==> src/verilog/sbus_pkg.sv <==
package sbus_pkg;

  // ----------------------------------------
  // widths
  // ----------------------------------------
  localparam int CODE_W  = 10;
  localparam int TYPE_W  = 3;
  localparam int BYTE_W  = 8;
  localparam int ADDR_W  = 5;
  localparam int CNT_W   = 8;
  localparam int HDR_PRE = 24;

  // ----------------------------------------
  // header layout, after the start bit
  // ----------------------------------------
  localparam int POS_S     = 12;
  localparam int POS_R     = 2;
  localparam int POS_ARB   = 1;
  localparam logic [CNT_W-1:0] HDR_BITS = 8'h1A;
  localparam logic [CNT_W-1:0] HDR_LAST = HDR_BITS - 8'h02;
  localparam logic [CNT_W-1:0] SUB_LAST = 8'h02;
  localparam logic [CNT_W-1:0] CNT_ZERO = 8'h00;

  // ----------------------------------------
  // codes
  // ----------------------------------------
  localparam logic [CODE_W-1:0] CODE_DUMMY   = 10'h3FF;
  localparam logic [TYPE_W-1:0] FT_NONE      = 3'h0;
  localparam logic [TYPE_W-1:0] FT_CANCEL    = 3'h7;
  localparam logic [TYPE_W-1:0] STS_S_SIDE   = 3'h2;
  localparam logic [TYPE_W-1:0] STS_R_SIDE   = 3'h1;
  localparam logic [TYPE_W-1:0] STS_SIZE_ERR = 3'h6;
  localparam logic [TYPE_W-1:0] STS_TOO_LONG = 3'h5;
  localparam logic [CNT_W:0]    BITS_BYTE    = 9'h008;

  // ----------------------------------------
  // jam run length in bit times
  // ----------------------------------------
  localparam logic [CNT_W-1:0] JAM_RUN_BITS = 8'h10;
  localparam logic [CNT_W-1:0] JAM_LAST     = JAM_RUN_BITS - 8'h01;

  // ----------------------------------------
  // types
  // ----------------------------------------
  typedef enum logic [1:0] {
    FF_SIMPLE = 2'h0,
    FF_SEMA   = 2'h1,
    FF_TOKEN  = 2'h2
  } ff_mode_t;

  typedef enum logic [7:0] {
    S_IDLE   = 8'h01,
    S_HDR    = 8'h02,
    S_TYPE   = 8'h04,
    S_DATA   = 8'h08,
    S_STAT   = 8'h10,
    S_JAM    = 8'h20,
    S_JAMRUN = 8'h40,
    S_RESYNC = 8'h80
  } frame_state_t;

  // ----------------------------------------
  // helpers
  // ----------------------------------------
  function automatic logic sel_match(input logic [CODE_W-1:0] field, input logic [CODE_W-1:0] own);
    sel_match = (field == own) && (own != CODE_DUMMY);
  endfunction

  function automatic logic msb_bit(input logic [TYPE_W-1:0] v, input logic [1:0] k);
    case (k)
      2'h0:    msb_bit = v[2];
      2'h1:    msb_bit = v[1];
      default: msb_bit = v[0];
    endcase
  endfunction

  function automatic logic [CNT_W-1:0] data_last(input logic [TYPE_W-1:0] code);
    logic [CNT_W:0] n;
    n = BITS_BYTE << (code - 3'h1);
    data_last = n[CNT_W-1:0] - 8'h01;
  endfunction

endpackage

==> src/verilog/header_capture.sv <==
`timescale 1ns/1ps
module header_capture (
  // clock and reset
  input  logic                          clk,
  input  logic                          reset_n,
  // shift input
  input  logic                          shift_en,
  input  logic                          bit_in,
  // held bits
  output logic [sbus_pkg::HDR_PRE-1:0]  held
);
  import sbus_pkg::*;

  // ----------------------------------------
  // header shift register
  // ----------------------------------------
  logic [HDR_PRE-1:0] held_ff;

  always_ff @(posedge clk or negedge reset_n) begin
    if (!reset_n) begin
      held_ff <= '0;
    end else if (shift_en) begin
      held_ff <= {held_ff[HDR_PRE-2:0], bit_in};
    end
  end

  assign held = held_ff;

endmodule

==> src/verilog/byte_store.sv <==
`timescale 1ns/1ps
module byte_store (
  // clock
  input  logic                         clk,
  // write port
  input  logic                         wr_en,
  input  logic [sbus_pkg::ADDR_W-1:0]  wr_addr,
  input  logic [sbus_pkg::BYTE_W-1:0]  wr_data,
  // read port
  input  logic [sbus_pkg::ADDR_W-1:0]  rd_addr,
  output logic [sbus_pkg::BYTE_W-1:0]  rd_data
);
  import sbus_pkg::*;

  // ----------------------------------------
  // byte array
  // ----------------------------------------
  logic [BYTE_W-1:0] mem [0:(1<<ADDR_W)-1];

  always_ff @(posedge clk) begin
    if (wr_en) begin
      mem[wr_addr] <= wr_data;
    end
  end

  assign rd_data = mem[rd_addr];

endmodule

==> src/verilog/serial_bus_frame_responder.sv <==
`timescale 1ns/1ps
// Contract
// - reset frame R match clears, sends 001
// - simple flip-flop group leaves type undriven
// - type 000 ends after status; signal
// - own monitor reports captured status value
// - semaphore set while set: drive 111
// - semaphore clear: set, status 010
// - reset clears unless send field also matches; set wins
// - token cancels redundant set or clear
// - token: 010 plus 001 gives 011
// - sender drives size, abandons on 111
// - data length follows announced code
// - size mismatch: sender drives 110
// - sender 10 unless high bit one
// - receiver too short: drives 101
// - receiver 01 unless high bit one
// - success status 011 is reported
// - not ready: cancel with 111
// - on 111 free bus, flag failure
// - jam bit zero; sync loss drives ones
// - jammed frame changes nothing
// - own jammed frame resent after resync
// - header is 26 bits, fixed fields
// - frame type code table
// - all ones code never matches
module serial_bus_frame_responder (
  // clock and reset
  input  logic                         clk,
  input  logic                         reset_n,
  // serial line
  input  logic                         shared_serial_line_n,
  output logic                         line_out,
  output logic                         line_oe,
  input  logic                         bit_tick,
  input  logic                         sync_err,
  // group setup
  input  logic [sbus_pkg::CODE_W-1:0]  own_code,
  input  logic                         has_ff,
  input  sbus_pkg::ff_mode_t           ff_mode,
  input  logic                         has_sender,
  input  logic                         has_receiver,
  // flip-flop
  output logic                         ff_state,
  // data sender
  input  logic                         tx_ready,
  input  logic [sbus_pkg::TYPE_W-1:0]  tx_code,
  input  logic                         tx_wr,
  input  logic [sbus_pkg::ADDR_W-1:0]  tx_addr,
  input  logic [sbus_pkg::BYTE_W-1:0]  tx_wdata,
  output logic                         tx_sent,
  // data receiver
  input  logic [sbus_pkg::TYPE_W-1:0]  rx_max_code,
  input  logic                         rx_release,
  input  logic [sbus_pkg::ADDR_W-1:0]  rx_addr,
  output logic [sbus_pkg::BYTE_W-1:0]  rx_rdata,
  output logic                         rx_full,
  output logic [sbus_pkg::TYPE_W-1:0]  rx_len,
  output logic                         rx_done,
  // frame monitor
  input  logic                         own_frame,
  output logic                         frame_busy,
  output logic                         frame_done,
  output logic [sbus_pkg::TYPE_W-1:0]  status_val,
  output logic                         status_stb,
  output logic                         cancel_stb,
  output logic                         resend_req
);
  import sbus_pkg::*;

  // ----------------------------------------
  // declarations
  // ----------------------------------------
  frame_state_t      state_ff;
  frame_state_t      nxt_state;
  logic [CNT_W-1:0]  cnt_ff;
  logic [CNT_W-1:0]  nxt_cnt;
  logic [HDR_PRE-1:0] hdr_hold;
  logic [HDR_PRE:0]  full_hdr;
  logic [CODE_W-1:0] s_field;
  logic [CODE_W-1:0] r_field;
  logic [TYPE_W-1:0] type_ff;
  logic [TYPE_W-1:0] nxt_type;
  logic [TYPE_W-1:0] ftype;
  logic [TYPE_W-1:0] stat_ff;
  logic [TYPE_W-1:0] stat_code;
  logic [BYTE_W-1:0] rx_sh_ff;
  logic [BYTE_W-1:0] tx_byte;
  logic [BYTE_W-1:0] rx_byte;
  logic [BYTE_W-1:0] rx_rd;
  logic              smp, hdr_end, jam_tick, jam_ok, s_m, r_m, cancel_now;
  logic              s_hit_ff, r_hit_ff, snd_ff, rcv_ff, arb_ff, cancel_ff, abandon_ff;
  logic              nxt_s_hit, nxt_r_hit, nxt_snd, nxt_rcv, nxt_cancel, nxt_abandon;
  logic              stat_hi_ff, nxt_hi, mism, too_long, type_none, type_data;
  logic              drive_ff, nxt_drive, arb_loss, rx_we, ff_q, rx_full_ff, pend_ff, resync_done;

  // ----------------------------------------
  // line sampling and drive
  // ----------------------------------------
  assign smp      = ~shared_serial_line_n;
  assign line_out = 1'b0;
  assign line_oe  = drive_ff;

  header_capture u_hdr (
    .clk      (clk),
    .reset_n  (reset_n),
    .shift_en (bit_tick & (state_ff == S_HDR)),
    .bit_in   (smp),
    .held     (hdr_hold)
  );

  assign hdr_end  = bit_tick & (state_ff == S_HDR) & (cnt_ff == HDR_LAST);
  assign full_hdr = {hdr_hold, smp};
  assign s_field  = full_hdr[POS_S +: CODE_W];
  assign r_field  = full_hdr[POS_R +: CODE_W];
  assign s_m      = sel_match(s_field, own_code);
  assign r_m      = sel_match(r_field, own_code);
  assign jam_tick = bit_tick & (state_ff == S_JAM);
  assign jam_ok   = jam_tick & ~smp & ~sync_err;
  assign ftype    = {type_ff[1:0], smp};
  assign nxt_type = (bit_tick & (state_ff == S_TYPE)) ? ftype : type_ff;

  // ----------------------------------------
  // frame type decode
  // ----------------------------------------
  assign type_none = (nxt_type == FT_NONE);
  assign type_data = ~type_none & (nxt_type != FT_CANCEL);
  assign mism      = (nxt_type != tx_code);
  assign too_long  = (nxt_type > rx_max_code);

  // ----------------------------------------
  // frame sequencer
  // ----------------------------------------
  always_comb begin
    nxt_state = state_ff;
    nxt_cnt   = cnt_ff;
    if (bit_tick) begin
      nxt_cnt = cnt_ff + 8'h01;
      case (state_ff)
        S_IDLE: begin
          if (smp) begin
            nxt_state = S_HDR;
            nxt_cnt   = CNT_ZERO;
          end else begin
            nxt_cnt = CNT_ZERO;
          end
        end
        S_HDR: begin
          if (cnt_ff == HDR_LAST) begin
            nxt_cnt   = CNT_ZERO;
            nxt_state = smp ? S_TYPE : S_IDLE;
          end
        end
        S_TYPE: begin
          if (cnt_ff == SUB_LAST) begin
            nxt_cnt = CNT_ZERO;
            if (ftype == FT_CANCEL) begin
              nxt_state = S_JAM;
            end else if (ftype == FT_NONE) begin
              nxt_state = S_STAT;
            end else begin
              nxt_state = S_DATA;
            end
          end
        end
        S_DATA: begin
          if (cnt_ff == data_last(type_ff)) begin
            nxt_cnt   = CNT_ZERO;
            nxt_state = S_STAT;
          end
        end
        S_STAT: begin
          if (cnt_ff == SUB_LAST) begin
            nxt_cnt   = CNT_ZERO;
            nxt_state = S_JAM;
          end
        end
        S_JAM: begin
          nxt_cnt   = CNT_ZERO;
          nxt_state = smp ? S_RESYNC : S_IDLE;
        end
        S_JAMRUN: begin
          if (cnt_ff == JAM_LAST) begin
            nxt_cnt   = CNT_ZERO;
            nxt_state = S_RESYNC;
          end
        end
        S_RESYNC: begin
          if (smp) begin
            nxt_cnt = CNT_ZERO;
          end else if (cnt_ff == JAM_LAST) begin
            nxt_cnt   = CNT_ZERO;
            nxt_state = S_IDLE;
          end
        end
        default: begin
          nxt_state = S_IDLE;
          nxt_cnt   = CNT_ZERO;
        end
      endcase
    end
    if (sync_err) begin
      nxt_state = S_JAMRUN;
      nxt_cnt   = CNT_ZERO;
    end
  end

  always_ff @(posedge clk or negedge reset_n) begin
    if (!reset_n) begin
      state_ff <= S_IDLE;
      cnt_ff   <= CNT_ZERO;
      drive_ff <= 1'b0;
    end else begin
      state_ff <= nxt_state;
      cnt_ff   <= nxt_cnt;
      drive_ff <= nxt_drive;
    end
  end

  // ----------------------------------------
  // header decisions
  // ----------------------------------------
  assign cancel_now = (has_ff & s_m & ff_q & (ff_mode != FF_SIMPLE))
                    | (has_ff & r_m & ~ff_q & (ff_mode == FF_TOKEN))
                    | (has_sender & s_m & ~tx_ready)
                    | (has_receiver & r_m & rx_full_ff);

  assign nxt_s_hit   = hdr_end ? (has_ff & s_m) : s_hit_ff;
  assign nxt_r_hit   = hdr_end ? (has_ff & r_m) : r_hit_ff;
  assign nxt_snd     = hdr_end ? (has_sender & s_m) : snd_ff;
  assign nxt_rcv     = hdr_end ? (has_receiver & r_m) : rcv_ff;
  assign nxt_cancel  = hdr_end ? cancel_now : cancel_ff;
  assign arb_loss    = bit_tick & (state_ff == S_DATA) & snd_ff & arb_ff & ~drive_ff & smp;
  assign nxt_abandon = hdr_end ? 1'b0 : (abandon_ff | arb_loss);
  assign nxt_hi      = (bit_tick & (state_ff == S_STAT) & (cnt_ff == CNT_ZERO)) ? smp : stat_hi_ff;

  always_ff @(posedge clk or negedge reset_n) begin
    if (!reset_n) begin
      s_hit_ff   <= 1'b0;
      r_hit_ff   <= 1'b0;
      snd_ff     <= 1'b0;
      rcv_ff     <= 1'b0;
      cancel_ff  <= 1'b0;
      abandon_ff <= 1'b0;
      arb_ff     <= 1'b0;
    end else begin
      s_hit_ff   <= nxt_s_hit;
      r_hit_ff   <= nxt_r_hit;
      snd_ff     <= nxt_snd;
      rcv_ff     <= nxt_rcv;
      cancel_ff  <= nxt_cancel;
      abandon_ff <= nxt_abandon;
      arb_ff     <= hdr_end ? full_hdr[POS_ARB] : arb_ff;
    end
  end

  // ----------------------------------------
  // slot drive
  // ----------------------------------------
  always_comb begin
    stat_code = FT_NONE;
    if (type_none) begin
      if (nxt_s_hit) stat_code = stat_code | STS_S_SIDE;
      if (nxt_r_hit) stat_code = stat_code | STS_R_SIDE;
    end else if (type_data) begin
      if (nxt_snd) begin
        if (mism) stat_code = stat_code | STS_SIZE_ERR;
        else if (!nxt_hi) stat_code = stat_code | STS_S_SIDE;
      end
      if (nxt_rcv) begin
        if (too_long) stat_code = stat_code | STS_TOO_LONG;
        else if (!nxt_hi) stat_code = stat_code | STS_R_SIDE;
      end
    end
  end

  always_comb begin
    nxt_drive = drive_ff;
    if (bit_tick | sync_err) begin
      case (nxt_state)
        S_TYPE:   nxt_drive = nxt_cancel | (nxt_snd & msb_bit(tx_code, nxt_cnt[1:0]));
        S_DATA:   nxt_drive = nxt_snd & ~nxt_abandon & tx_byte[3'h7 - nxt_cnt[2:0]];
        S_STAT:   nxt_drive = msb_bit(stat_code, nxt_cnt[1:0]);
        S_JAMRUN: nxt_drive = 1'b1;
        default:  nxt_drive = 1'b0;
      endcase
    end
  end

  // ----------------------------------------
  // subframe capture
  // ----------------------------------------
  always_ff @(posedge clk or negedge reset_n) begin
    if (!reset_n) begin
      type_ff    <= FT_NONE;
      stat_ff    <= FT_NONE;
      stat_hi_ff <= 1'b0;
      rx_sh_ff   <= '0;
    end else begin
      type_ff    <= nxt_type;
      stat_hi_ff <= nxt_hi;
      if (bit_tick && state_ff == S_STAT) stat_ff <= {stat_ff[1:0], smp};
      if (bit_tick && state_ff == S_DATA) rx_sh_ff <= rx_byte;
    end
  end

  // ----------------------------------------
  // data buffers
  // ----------------------------------------
  assign rx_byte = {rx_sh_ff[BYTE_W-2:0], smp};
  assign rx_we   = bit_tick & (state_ff == S_DATA) & rcv_ff & ~too_long & (cnt_ff[2:0] == 3'h7);

  byte_store u_tx (
    .clk     (clk),
    .wr_en   (tx_wr),
    .wr_addr (tx_addr),
    .wr_data (tx_wdata),
    .rd_addr (nxt_cnt[CNT_W-1:3]),
    .rd_data (tx_byte)
  );

  byte_store u_rx (
    .clk     (clk),
    .wr_en   (rx_we),
    .wr_addr (cnt_ff[CNT_W-1:3]),
    .wr_data (rx_byte),
    .rd_addr (rx_addr),
    .rd_data (rx_rd)
  );

  // ----------------------------------------
  // flip-flop, commit on clean jam bit only
  // ----------------------------------------
  always_ff @(posedge clk or negedge reset_n) begin
    if (!reset_n) begin
      ff_q <= 1'b0;
    end else if (jam_ok && type_none) begin
      if (s_hit_ff) ff_q <= 1'b1;
      else if (r_hit_ff) ff_q <= 1'b0;
    end
  end

  // ----------------------------------------
  // sender and receiver results
  // ----------------------------------------
  always_ff @(posedge clk or negedge reset_n) begin
    if (!reset_n) begin
      tx_sent    <= 1'b0;
      rx_done    <= 1'b0;
      rx_full_ff <= 1'b0;
      rx_len     <= FT_NONE;
      rx_rdata   <= '0;
    end else begin
      rx_rdata <= rx_rd;
      tx_sent  <= jam_ok & type_data & snd_ff & ~mism;
      rx_done  <= jam_ok & type_data & rcv_ff & ~too_long;
      if (jam_ok && type_data && rcv_ff && !too_long) begin
        rx_full_ff <= 1'b1;
        rx_len     <= type_ff;
      end else if (rx_release) begin
        rx_full_ff <= 1'b0;
      end
    end
  end

  // ----------------------------------------
  // frame monitor
  // ----------------------------------------
  assign resync_done = bit_tick & (state_ff == S_RESYNC) & ~smp & (cnt_ff == JAM_LAST) & ~sync_err;

  always_ff @(posedge clk or negedge reset_n) begin
    if (!reset_n) begin
      frame_done <= 1'b0;
      status_stb <= 1'b0;
      cancel_stb <= 1'b0;
      status_val <= FT_NONE;
      resend_req <= 1'b0;
      pend_ff    <= 1'b0;
    end else begin
      frame_done <= jam_ok | resync_done;
      status_stb <= jam_ok & own_frame & (type_ff != FT_CANCEL);
      cancel_stb <= jam_ok & own_frame & (type_ff == FT_CANCEL);
      if (jam_ok && own_frame && type_ff != FT_CANCEL) status_val <= stat_ff;
      resend_req <= resync_done & pend_ff;
      if (own_frame && ((jam_tick && smp) || sync_err)) pend_ff <= 1'b1;
      else if (resync_done) pend_ff <= 1'b0;
    end
  end

  assign ff_state   = ff_q;
  assign rx_full    = rx_full_ff;
  assign frame_busy = (state_ff != S_IDLE);

  // ----------------------------------------
  // checks
  // ----------------------------------------
  ff_clear_a: assert property (@(posedge clk) disable iff (!reset_n)
    (jam_ok && r_hit_ff && !s_hit_ff && type_none) |=> !ff_state) else $error("flip-flop not cleared");
  type_quiet_a: assert property (@(posedge clk) disable iff (!reset_n)
    (state_ff == S_TYPE && !cancel_ff && !snd_ff) |-> !line_oe) else $error("type slot driven");
  cancel_drive_a: assert property (@(posedge clk) disable iff (!reset_n)
    (state_ff == S_TYPE && cancel_ff) |-> line_oe) else $error("cancel not driven");
  frame_free_a: assert property (@(posedge clk) disable iff (!reset_n)
    jam_ok |=> frame_done) else $error("bus free not signalled");
  sema_set_a: assert property (@(posedge clk) disable iff (!reset_n)
    (jam_ok && s_hit_ff && type_none) |=> ff_state) else $error("flip-flop not set");
  status_rep_a: assert property (@(posedge clk) disable iff (!reset_n)
    (jam_ok && own_frame && type_ff != FT_CANCEL) |=> (status_stb && status_val == $past(stat_ff)))
    else $error("status not reported");
  jam_run_a: assert property (@(posedge clk) disable iff (!reset_n)
    sync_err |=> line_oe [*8]) else $error("jam run missing");
  jam_ignore_a: assert property (@(posedge clk) disable iff (!reset_n)
    (jam_tick && smp) |=> ($stable(ff_state) && !rx_done && !tx_sent)) else $error("jammed frame used");
  dummy_sel_a: assert property (@(posedge clk) disable iff (!reset_n)
    (hdr_end && s_field == CODE_DUMMY) |=> (!s_hit_ff && !snd_ff)) else $error("dummy code matched");
  cancel_end_a: assert property (@(posedge clk) disable iff (!reset_n)
    (bit_tick && state_ff == S_TYPE && cnt_ff == SUB_LAST && ftype == FT_CANCEL && !sync_err)
    |=> (state_ff == S_JAM && !line_oe)) else $error("cancelled frame continued");

endmodule

==> config.mk <==
export PLATFORM = sky130hd
export DESIGN_NAME = serial_bus_frame_responder
export DESIGN_NICKNAME = d
export VERILOG_FILES = /design/src/verilog/sbus_pkg.sv /design/src/verilog/header_capture.sv /design/src/verilog/byte_store.sv /design/src/verilog/serial_bus_frame_responder.sv
export SDC_FILE = /design/constraint.sdc
export NUM_CORES = 1
export LEC_CHECK = 0
export BUFFER_PORTS_ARGS = -buffer_cell sky130_fd_sc_hd__buf_2
export CELL_PAD_IN_SITES_DETAIL_PLACEMENT = 0
export CELL_PAD_IN_SITES_GLOBAL_PLACEMENT = 2
export CORE_MARGIN = 2
export CORE_UTILIZATION = 49
export DETAILED_ROUTE_END_ITERATION = 7
export PLACE_DENSITY_LB_ADDON = 0.15
export SYNTH_ARGS = -nofsm -noshare
export SYNTH_HDL_FRONTEND = slang
export SYNTH_HIERARCHICAL = 1
export SYNTH_SLANG_ARGS = --single-unit
==> constraint.sdc <==
create_clock -name clk -period 9.55 [get_ports clk]
set_input_delay 1.4325 -clock clk [delete_from_list [all_inputs] [get_ports clk]]
set_output_delay 1.4325 -clock clk [all_outputs]
set_load 0.05 [all_outputs]
**Word level (Yosys, flattened, before mapping)**

Memories as Yosys holds them, arrays and structs flattened. A register that Yosys moved wholly into a read port is not among the register bits.
Index checks and enable logic that the tools add are counted.

- Register bits after elaboration: 74
- Bits in latches: 0
- Memory bits (writable): 512
- ROM bits: 0
- Input bits: 48
- Word-level logic and storage cells: 205
- Memories kept: 2

- $add $sub $neg: 4
- $mul: 0
- Divide/modulo/power cells: 0
- $lt $le $gt $ge: 2
- Equality and inequality tests: 28
- Shifts and indexed selects: 1
- Multiplexer cells: 58
- Bitwise gates (word level): 59
- Reduce and logical (&&, ||, !) cells: 25

Memory list:

| memory | words | width | read ports | clocked after memory_dff | wr ports | line | text |
|---|---|---|---|---|---|---|---|
| u_rx.mem | 32 | 8 | 1 | 1 | 1 | byte_store.sv:18 | `logic [BYTE_W-1:0] mem [0:(1<<ADDR_W)-1];` |
| u_tx.mem | 32 | 8 | 1 | 0 | 1 | byte_store.sv:18 |  |

Operators by type and width:

| cell | count |
|---|---|
| $mux W8 | 18 |
| $pmux W8 S8 | 1 |
| $and A1 B1 Y1 | 43 |
| $pmux W8 S5 | 1 |
| $eq A8 B4 Y1 const B | 3 |
| $eq A8 B5 Y1 const B | 3 |
| $mux W3 | 8 |
| $mux W1 | 22 |
| $eq A10 B10 Y1 | 2 |
| $eq A8 B2 Y1 const B | 2 |
| $eq A8 B3 Y1 const B | 2 |
| $eq A8 B7 Y1 const B | 2 |
| $logic_and A1 B1 Y1 | 12 |
| $ne A10 B10 Y1 const B | 1 |
| $eq A3 B3 Y1 const B | 3 |
| $not A1 Y1 | 9 |
| $add A8 B1 Y8 const B | 1 |
| $eq A8 B1 Y1 const B | 1 |
| $eq A8 B6 Y1 const B | 1 |
| $eq A8 B8 Y1 | 1 |
| $eq A8 B8 Y1 const B | 1 |
| $logic_not A8 Y1 | 1 |
| $ne A8 B1 Y1 const B | 1 |
| $reduce_bool A2 Y1 | 4 |
| 23 further kinds | 34 |

**Logic depth before layout (Yosys ltp)**

Gate-level depths: netlist (run 1).

- Depth in word-level cells: 15
- Gate-level depth with buffers: 23
- Depth with buffers taken out: 20

**By module**

Netlist (run 1), hierarchy kept.

Modules (own cells, without submodules):

| module | instances | cells each | area an instance (µm²) | sequential area each (µm²) |
|---|---|---|---|---|
| byte_store | 2 | 409 | 9893.2 | 7687.4 |
| serial_bus_frame_responder | 1 | 435 | 4112.7 | 1527.7 |
| header_capture | 1 | 51 | 997.2 | 600.6 |

**Worst setup path after synthesis (run 1)**

OpenSTA, ideal clock, no wires.

- Kind: in2reg
- From: input port shared_serial_line_n
- To: register drive_ff, in the netlist line_oe
- Library setup time: 0.131 ns
- Arrival time: 5.204 ns
- Data required time: 9.419 ns
- Slack: 4.215 ns
- Stages: 17
- Cells stage by stage: nand3b_1 nand2_1 nand3_1 nand2_1 o21ai_1 o41ai_1 clkbuf_1 clkbuf_1 mux4_2 mux4_2 mux2_2 inv_1 a2111oi_1 a41o_2 or4_1 a41oi_1 a31oi_1

- Elaborated cells on any way between the ends: 57
- Those cells by class: add/sub (1); order compare (1); eq/ne (8); mux (33); bitwise (10); reduce/logical (3); memory (1)

RTL lines:

| element | line | text |
|---|---|---|
| from (decl) | serial_bus_frame_responder.sv:32 | `input logic shared_serial_line_n,` |
| $mux W8 | serial_bus_frame_responder.sv:189 | `if (smp) begin` |
| $pmux W8 S5 | serial_bus_frame_responder.sv:139 | `case (state_ff)` |
| $mux W8 | serial_bus_frame_responder.sv:137 | `if (bit_tick) begin` |
| $mux W8 | serial_bus_frame_responder.sv:202 | `if (sync_err) begin` |
| net nxt_cnt[5] | serial_bus_frame_responder.sv:77 | `logic [CNT_W-1:0] nxt_cnt;` |
| $mem_v2 Z32 W8 | n/a |  |
| net tx_byte[2] | serial_bus_frame_responder.sv:88 | `logic [BYTE_W-1:0] tx_byte;` |
| $bmux W1 S3 | serial_bus_frame_responder.sv:282 | `S_DATA: nxt_drive = nxt_snd & ~nxt_abandon & tx_byte[3'h7 - nxt_cnt[2:0]];` |
| $mux W1 (implied by the code) | serial_bus_frame_responder.sv:282 |  |
| $and A1 B1 Y1 | serial_bus_frame_responder.sv:282 |  |
| $pmux W1 S4 | serial_bus_frame_responder.sv:280 | `case (nxt_state)` |
| to (signal assigned) | serial_bus_frame_responder.sv:216 | `drive_ff <= nxt_drive;` |
| to (decl) | serial_bus_frame_responder.sv:95 | `logic drive_ff, nxt_drive, arb_loss, rx_we, ff_q, rx_full_ff, pend_ff, resync_done;` |

The timed path passes the listed nets, and every way through them passes these cells. The select of a mux whose other input is x is not followed.
A chain may end at the register's enable or synchronous reset.

**Worst setup path after layout (run 1)**

- From: register type_ff[2]
- To: register drive_ff, in the netlist line_oe

- Elaborated cells on any way between the ends: 44
- Those cells by class: add/sub (3); order compare (1); eq/ne (8); shift (1); mux (23); bitwise (5); reduce/logical (2); memory (1)

RTL lines:

| element | line | text |
|---|---|---|
| from (decl) | serial_bus_frame_responder.sv:82 | `logic [TYPE_W-1:0] type_ff;` |
| from (signal assigned) | serial_bus_frame_responder.sv:300 | `type_ff <= nxt_type;` |
| $sub A3 B1 Y3 | sbus_pkg.sv:79 | `n = BITS_BYTE << (code - 3'h1);` |
| $shl A4 B3 Y8 | sbus_pkg.sv:79 |  |
| $sub A8 B1 Y8 | sbus_pkg.sv:80 | `data_last = n[CNT_W-1:0] - 8'h01;` |
| $eq A8 B8 Y1 | serial_bus_frame_responder.sv:167 | `if (cnt_ff == data_last(type_ff)) begin` |
| $mux W8 | serial_bus_frame_responder.sv:167 |  |
| $pmux W8 S5 | serial_bus_frame_responder.sv:139 |  |
| $mux W8 | serial_bus_frame_responder.sv:137 |  |
| $mux W8 | serial_bus_frame_responder.sv:202 |  |
| net nxt_cnt[3] | serial_bus_frame_responder.sv:77 |  |
| $mem_v2 Z32 W8 | n/a |  |
| net tx_byte[2] | serial_bus_frame_responder.sv:88 |  |
| $bmux W1 S3 | serial_bus_frame_responder.sv:282 |  |
| $mux W1 (implied by the code) | serial_bus_frame_responder.sv:282 |  |
| $and A1 B1 Y1 | serial_bus_frame_responder.sv:282 |  |
| $pmux W1 S4 | serial_bus_frame_responder.sv:280 |  |

The timed path passes the listed nets, and every way through them passes these cells. The select of a mux whose other input is x is not followed.

==> impl_metrics.ini, run 1 <==
[timing]
fin_tns_setup_ns = 0
finalCriticalPeriod_ns = 6.22
rsz0062_at_grt = false
holdWs_ns = 0.466
finClkSkew_ns = 0.0116
clock.fmax_mhz = 161
setup_viol = 0
fin_ws_ns = 3.33
tightestPinTransition_ns = 1.19
period_share = 0.651
hold_viol = 0
slew_violations = 0
maxSlewHeadroom = 0.208

[placed_design]
port_buffers = 71
placed_area_um2 = 25700
place_hpwl_mm = 33.4
gp_congestion = 0.798
placedCellCount = 1989
dp_slack_ns = 2.98

[logic_synthesis]
synth_warnings = 6
syn_nets = 1354
syn_area_um2 = 24800
postSynthAreaPerCell_um2 = 19.1
postSynthCellCount = 1298

[critical_path]
path_cells = and2b_2, nand2b_1, ha_1, and4bb_4, a31oi_4, xor2_1, a31oi_1, o21ai_1, nor2b_1, o21ai_0, o31ai_4, buf_4, mux4_2, mux4_2, mux2_2, inv_1, a2111oi_1, a41o_2, or4_1, a41oi_1, a31oi_1
max_stage_delay_ns = 0.68
start_kind = register
crit_slowest_cell = o21ai_1
path_class = reg2reg
cp.required_ns = 10.04
end_kind = register
path_max_fanout = 32
worstPathArrival_ns = 6.70

[pwr]
power_frac_clock = 0.433
p_int_mw = 4.20
total_power_mw = 5.26
ir_worst_vdd_mv = 0.172
power_frac_comb = 0.029
p_leak_nw = 9.85
p_per_area_nw_per_um2 = 191
p_sw_frac = 0.201
pwr-share-seq = 0.538
p_switching_mw = 1.06

[detailed_routing]
ant_nets = 0
drt_iter0_drc = 916
drc = 0
first_pass_iters = 5
viasPerCell = 5.90
routed_wl_mm = 53.1
vias = 12400
met2_length_mm = 26.0
wl_met3_mm = 2.36
met1_length_mm = 23.5
highest_layer = met4
wl_per_cell_um = 25.2

[clock_network]
clkLatencyLatePin_ns = 0.62
clockBufferDepth = 3
cts_tree = yes
clkSlewWorstSetupHoldPaths_ns = 0.06
h-tree-depth = 2
cts_resized = 0
numClockSinks = 594
clockRootBuffer = clkbuf_16
cts_hold_buf = 0
cts_made_buffers = 61
post-cts-setup-buffers = 0

[global_routing]
grt_max_degree = 70
antenna_found_initial = 0
grt-ovfl-total = 0
grt_pass1_vias = 12600
track_usage = 0.208
grt_pass1_wl_mm = 80.9

[hold_path]
hp-class = reg2reg

[floorplanning]
die_w_um = 229
die_y_um = 229
die-area_um2 = 52400
initial_utilization = 0.495
num_rows = 82
io_pins = 73
core_area_um2 = 50100

[final_layout]
fin_cells = 2105
final_nets = 1436
design_area_um2 = 27600
ff_latch_area_um2 = 17400
drive_gt1_frac = 0.289
area_growth_pct = 11.4
utilization = 0.551
final.fill_count = 3965
multi_input_area_um2 = 6860

[status]
status = complete, no violations

[flow_run]
maxCapViolations = 0
-- worst max-delay path: cells and delay by family, from the launching register on --
family | cells | cell delay (ns)
adder cells (fa/ha/maj) | 1 | 0.24
multiplexers | 3 | 1.31
AND/OR/NAND/NOR | 5 | 1.15
buffers and inverters | 2 | 0.44
XOR/XNOR | 1 | 0.24
flip-flops | 1 | 0.56
AO/OA/AOI/OAI | 9 | 2.10
-- cells in the final DEF (no fill, tap or decap), types with 5 or more instances in the layout --
master     instances
a21oi_1           11
and3_1             9
buf_2             69
buf_4             15
bufinv_16          5
clkbuf_1          12
clkbuf_16         63
clkinv_1          19
clkinv_2          11
dfrtp_1           81
edfxtp_1         512
ha_1               8
inv_1             23
mux2_2            34
mux2_4            19
mux4_2           160
nand2_1           42
nand2b_1           6
nand3_1           18
nand3b_1          13
nand4_1           13
nor2_1            86
nor2b_1            7
nor3_1            13
nor4_1             9
o21ai_0           20
or3_1              7
or3b_2             6
xnor2_1            8
xor2_1            25
-- sequential cells by signal (all words and copies together) (netlist names), 3 cells and up --
name        count
cnt_ff          8
stat_ff         3
state_ff        8
rx_len          3
rx_sh_ff        7
rx_rdata        8
u_rx/mem      256
status_val      3
u_tx/mem      256
type_ff         3
u_hdr/held     21
-- worst paths after layout --
check / slack, ns / cells past startpoint / endpoint / startpoint
worst max-delay path: 3.33 / 21 / line_oe / type_ff[2]
worst min-delay path: 0.47 / 2 / status_val[0] / status_val[0]
worst max register to register: 3.33 / 21 / line_oe / type_ff[2]
worst min register to register: 0.47 / 2 / status_val[0] / status_val[0]
max in group asynchronous: 7.67 / 2 / u_hdr/held[16] / reset_n
min in group asynchronous: 0.67 / 1 / rx_rdata[4] / reset_n
-- metal layers --
metal  up-vias  global-route usage
met5         -                   0
met1      6594               0.300
met4         0              0.0597
met3        75              0.0299
met2       297               0.333
li1       5461                   -
-- cell type report --
| class | instances | share of cell area |
|---|---|---|
| clock buffer | 75 | 0.0587 |
| clock inverter | 39 | 0.0112 |
| sequential | 594 | 0.631 |
| tap | 672 | 0.0305 |
| inverter | 23 | 0.00313 |
| multi-input combinational | 616 | 0.249 |
| antenna | 2 | 0.000181 |
| timing repair buffer | 84 | 0.0166 |
-- power by group through the flow --
stage / clock network, mW / logic (mW) / registers (mW)
after floorplan: 0 / 0.0861 / 2.88
after global placement: 0 / 0.154 / 2.88
after detailed placement: 0 / 0.155 / 2.88
after CTS: 2.33 / 0.156 / 2.83
after global routing: 2.43 / 0.167 / 2.83
final: 2.28 / 0.152 / 2.83
No activity file was read; power rests on OpenSTA's default activity.
==> run 2: changes to the inputs <==
- clock period: 9.55 -> 6.23 ns (I/O delays scaled with it)
==> run 2 against run 1 <==
Clock-buffer cell count increased by 1. Sequential share of layout area decreased by 0.52 points. Sequential power increased by 53%. Register-to-register slack got worse by 2.8 ns. Highest routed layer unchanged. Critical path depth unchanged. Combinational power increased by 57%. Clock skew increased by 0.0096 ns. Cell count increased by 0.38%. Die area unchanged.
==> impl_metrics.ini, run 2 (synthesized netlist as in run 1, its figures left out) <==
[clock_network]
post-cts-setup-buffers = 0
numClockSinks = 594
cts_tree = yes
cts_made_buffers = 59
cts_hold_buf = 0
clkLatencyLatePin_ns = 0.63
clkSlewWorstSetupHoldPaths_ns = 0.06
h-tree-depth = 2
clockBufferDepth = 3
cts_resized = 0
clockRootBuffer = clkbuf_16

[detailed_routing]
ant_nets = 0
wl_per_cell_um = 24.9
routed_wl_mm = 52.6
viasPerCell = 5.85
vias = 12400
drt_iter0_drc = 1098
first_pass_iters = 6
drc = 0

[flow_run]
maxCapViolations = 0

[placed_design]
port_buffers = 71
gp_congestion = 0.804
place_hpwl_mm = 34.0

[critical_path]
cp.required_ns = 6.72
cp_top_family = compound AO/OA/AOI/OAI gates
r2r_slack_ns = 0.58
max_stage_delay_ns = 0.51
path_buf_inv = 2
r2r_start = type_ff[0]
path_depth = 21
path_cells = and2b_2, nand2b_1, ha_1, and4bb_4, a31oi_4, xor2_1, a31oi_1, o21ai_2, nor2b_1, o21ai_0, o31ai_4, buf_12, mux4_2, mux4_2, mux2_2, inv_1, a2111oi_1, a41o_2, or4_1, a41oi_1, a31oi_1
r2r_cells = 21
crit_start = type_ff[0]
start_kind = register
crit_path_end = line_oe
end_kind = register
worstPathArrival_ns = 6.14
worstReg2RegEnd = line_oe
path_class = reg2reg
path_max_fanout = 40
crit_slowest_cell = mux4_2

[floorplanning]
die-area_um2 = 52400
die_w_um = 229
core_area_um2 = 50100
io_pins = 73
die_y_um = 229
num_rows = 82
initial_utilization = 0.495

[final_layout]
antennaDiodeCount = 0
area_growth_pct = 12.3
multi_input_area_um2 = 6870
final.fill_count = 3975
final_nets = 1449
layout_commonest_cell = edfxtp_1
final_cell_mix = edfxtp_1 (512), mux4_2 (160), nor2_1 (86), dfrtp_1 (81), buf_2 (69)
ff_latch_area_um2 = 17400
drive_gt1_frac = 0.300

[status]
status = complete, no violations

[timing]
slew_violations = 0
period_share = 0.907
clock.fmax_mhz = 177
setup_viol = 0
finalCriticalPeriod_ns = 5.65
rsz0062_at_grt = false
tightestPinTransition_ns = 1.23
maxSlewHeadroom = 0.178
hold_viol = 0
fin_tns_setup_ns = 0
finClkSkew_ns = 0.0212
holdWs_ns = 0.245

[pwr]
p_leak_nw = 9.96
total_power_mw = 8.24
p_per_area_nw_per_um2 = 296
ir_worst_vdd_mv = 0.268

[global_routing]
antenna_found_initial = 0
grt_pass1_vias = 12600
track_usage = 0.205
grt-ovfl-total = 0
grt_max_degree = 55
grt_pass1_wl_mm = 80.8

[hold_path]
hp-class = in2async
run 2: cell count changes in the layout (fill, tap and decap cells not counted), sizes merged:
cell	delta
buf	+15
clkinv	-14
bufinv	+4
clkinvlp	+2
diode	-2
inv	+2
clkbuf	+1
run 2: how the worst min path moves through the flow:
| stage | startpoint | slack [ns] | endpoint | depth (start not counted) |
|---|---|---|---|---|
| 2_1_floorplan | stat_ff[2] | 0.44 | status_val[2] | 2 |
| 3_3_place_gp | status_val[0] | 0.45 | status_val[0] | 2 |
| 3_5_place_dp | status_val[1] | 0.45 | status_val[1] | 2 |
| 4_1_cts | reset_n | 0.22 | rx_rdata[7] | 1 |
| 5_1_grt | reset_n | 0.25 | rx_rdata[6] | 1 |
| 6_report | reset_n | 0.25 | rx_rdata[6] | 1 |
run 2: area by class of cell:
cell class              instances  share of cell area
repair buffers                 99              0.0214
multi-input cells             616               0.247
clock inverters                33              0.0160
flip-flops and latches        594               0.626
well taps                     672              0.0302
inverters                      23             0.00310
clock buffers                  76              0.0568
run 2: power breakdown:
part	switching, mW	internal, mW
combinational	0.160	0.0775
clock	1.50	2.18
sequential	0.0122	4.32
total	1.67	6.58
run 2: layer usage:
metal  vias to the layer above  global-route usage  routed length, um
li1                       5475                   -                  -
met1                      6512               0.302              24000
met2                       305               0.328              25200
met3                        76              0.0324               2400
met4                         0              0.0471                954
met5                         -                   0                  0
run 2: through the flow:
| step | area, um2 | instances | utilization | setup WS (ns) |
|---|---|---|---|---|
| floorplan | 24800 | 1298 | - | 0.968 |
| global placement | 25800 | 2004 | 0.516 | 0.467 |
| detailed placement | 25800 | 2004 | 0.516 | 0.407 |
| CTS | 27800 | 2113 | 0.556 | 0.364 |
| global route | 27800 | 2113 | 0.556 | 0.200 |
| finish | 27800 | 2113 | 0.556 | 0.582 |
==> run 3: changes to the inputs <==
- CORE_UTILIZATION: 49 -> 46
- SYNTH_HIERARCHICAL: 1 -> not set
==> run 3 against run 2 <==
Clock skew shrank 0.0012 ns. Sequential power barely moved. Via count increased by 16%. Sequential share of layout area down 0.41 points. Sequential cell count unchanged. Largest cell class unchanged.
==> impl_metrics.ini, run 3 <==
[timing]
slew_violations = 0
maxSlewHeadroom = 0.168
period_share = 0.902
finClkSkew_ns = 0.0200
finalCriticalPeriod_ns = 5.62
hold_viol = 0
rsz0062_at_grt = false
tightestPinTransition_ns = 1.25
fin_tns_setup_ns = 0
setup_viol = 0
clock.fmax_mhz = 178
holdWs_ns = 0.208

[final_layout]
design_area_um2 = 28000
final.fill_count = 4437
area_growth_pct = 12.3
drive_gt1_frac = 0.186
utilization = 0.522
antennaDiodeCount = 0
final_nets = 1781
layout_commonest_cell = edfxtp_1
final_cell_mix = edfxtp_1 (512), nand2_1 (205), nor2_1 (109), dfrtp_1 (81), mux4_2 (80)

[placed_design]
placed_area_um2 = 26000
gp_congestion = 0.799
port_buffers = 71
place_hpwl_mm = 39.9

[hold_path]
hp-class = in2async

[critical_path]
start_kind = register
path_max_fanout = 25
path_depth = 17
crit_slowest_cell = o21ai_4
worstPathArrival_ns = 6.09
path_cells = inv_1, or3_1, ha_1, xor2_1, o2111ai_1, nor3_1, nand2_1, a22o_1, o21ai_4, inv_2, nor2_1, o311ai_0, a21oi_1, a31oi_1, and4_1, nor4bb_1, or3_1
path_buf_inv = 2
path_class = reg2reg
cp.required_ns = 6.71
r2r_cells = 17
path_common_cell = or3_1
cp_top_family = simple AND/OR/NAND/NOR gates
max_stage_delay_ns = 0.70
end_kind = register

[clock_network]
post-cts-setup-buffers = 0
cts_tree = yes
numClockSinks = 594
cts_hold_buf = 0
h-tree-depth = 3
clkSlewWorstSetupHoldPaths_ns = 0.06
clkLatencyLatePin_ns = 0.60
clockRootBuffer = clkbuf_16
clockBufferDepth = 3
cts_made_buffers = 66
cts_resized = 0

[detailed_routing]
wl_per_cell_um = 25.4
viasPerCell = 5.80
first_pass_iters = 5
vias = 14300
routed_wl_mm = 62.7
drc = 0
ant_nets = 0
drt_iter0_drc = 1365

[global_routing]
grt_pass1_wl_mm = 94.9
grt_max_degree = 72
track_usage = 0.228
antenna_found_initial = 0
grt-ovfl-total = 0
grt_pass1_vias = 14300

[floorplanning]
num_rows = 85
die_y_um = 237
initial_utilization = 0.464
die_w_um = 237
die-area_um2 = 56100
core_area_um2 = 53700
io_pins = 73

[logic_synthesis]
synth_edf_count = 512
syn_area_um2 = 24900
synth.distinct_cells = 77
synth-async-reset-ratio = 0.138
netlist_top_cells_count = edfxtp_1 (512), nand2_1 (205), nor2_1 (109)
ys_ff_latch = 594
synth.largest_area_cell = edfxtp_1
postSynthCellCount = 1643
syn_nets = 1699
synth_top_cell_area_share = 0.616
synth_warnings = 0
ys_seq_area_frac = 0.699
synth_top_flop_cell = edfxtp_1
yosysMostFrequentCell = edfxtp_1
synth_area_leaders = edfxtp_1 (62%), dfrtp_1 (8.1%), mux4_2 (7.2%)
postSynthAreaPerCell_um2 = 15.2

[pwr]
total_power_mw = 8.26
ir_worst_vdd_mv = 0.260
p_per_area_nw_per_um2 = 295
p_leak_nw = 10.3

[status]
status = complete, no violations

[flow_run]
maxCapViolations = 0
run 3: cell type report:
type | instances | area (um2) | share of cell area
Clock buffer | 91 | 1830 | 0.0653
Multi-Input combinational cell | 933 | 6980 | 0.249
Timing Repair Buffer | 102 | 618 | 0.0221
Sequential cell | 594 | 17400 | 0.622
Tap cell | 696 | 871 | 0.0311
Clock inverter | 28 | 190 | 0.00679
Inverter | 28 | 105 | 0.00375
run 3: routing by layer:
layer | GRT usage | routed length [um]
met4 | 0.0652 | 1490
met3 | 0.0373 | 2950
met1 | 0.325 | 27900
met5 | 0 | 0
met2 | 0.365 | 30400
run 3: cell families after synthesis:
kind of cell | count (synthesis) | synth area share
DFF | 594 | 0.699
other | 1 | 0.000150
and+or+nand+nor | 529 | 0.0996
buffers and inverters | 116 | 0.0223
xor gates and xnor gates | 33 | 0.0116
muxes | 172 | 0.111
adders and majority gates | 8 | 0.00401
AOI/OAI and AO/OA | 190 | 0.0526
run 3: final timing paths:
check / start / end / slack (ns)
min in group clk: stat_ff[2] / status_val[2] / 0.47
max in group asynchronous: reset_n / rx_sh_ff[1] / 4.85
setup reg to reg: type_ff[1] / line_oe / 0.61
setup / recovery: type_ff[1] / line_oe / 0.61
hold / removal: reset_n / u_hdr.held[20] / 0.21
hold reg to reg: stat_ff[2] / status_val[2] / 0.47
run 3: report_power, final:
group / switching [mW] / total (mW) / leakage [nW] / internal (mW)
logic: 0.181 / 0.260 / 3.04 / 0.0793
registers: 0.0138 / 4.34 / 6.33 / 4.32
clock network: 1.55 / 3.66 / 0.982 / 2.10
total: 1.75 / 8.26 / 10.3 / 6.51
run 3: metrics by stage:
step,worst slack [ns],cells
after global routing,0.252,2472
final,0.613,2472
after global placement,0.670,2353
after detailed placement,0.689,2353
after CTS,0.646,2472
after floorplan,1.87,1643
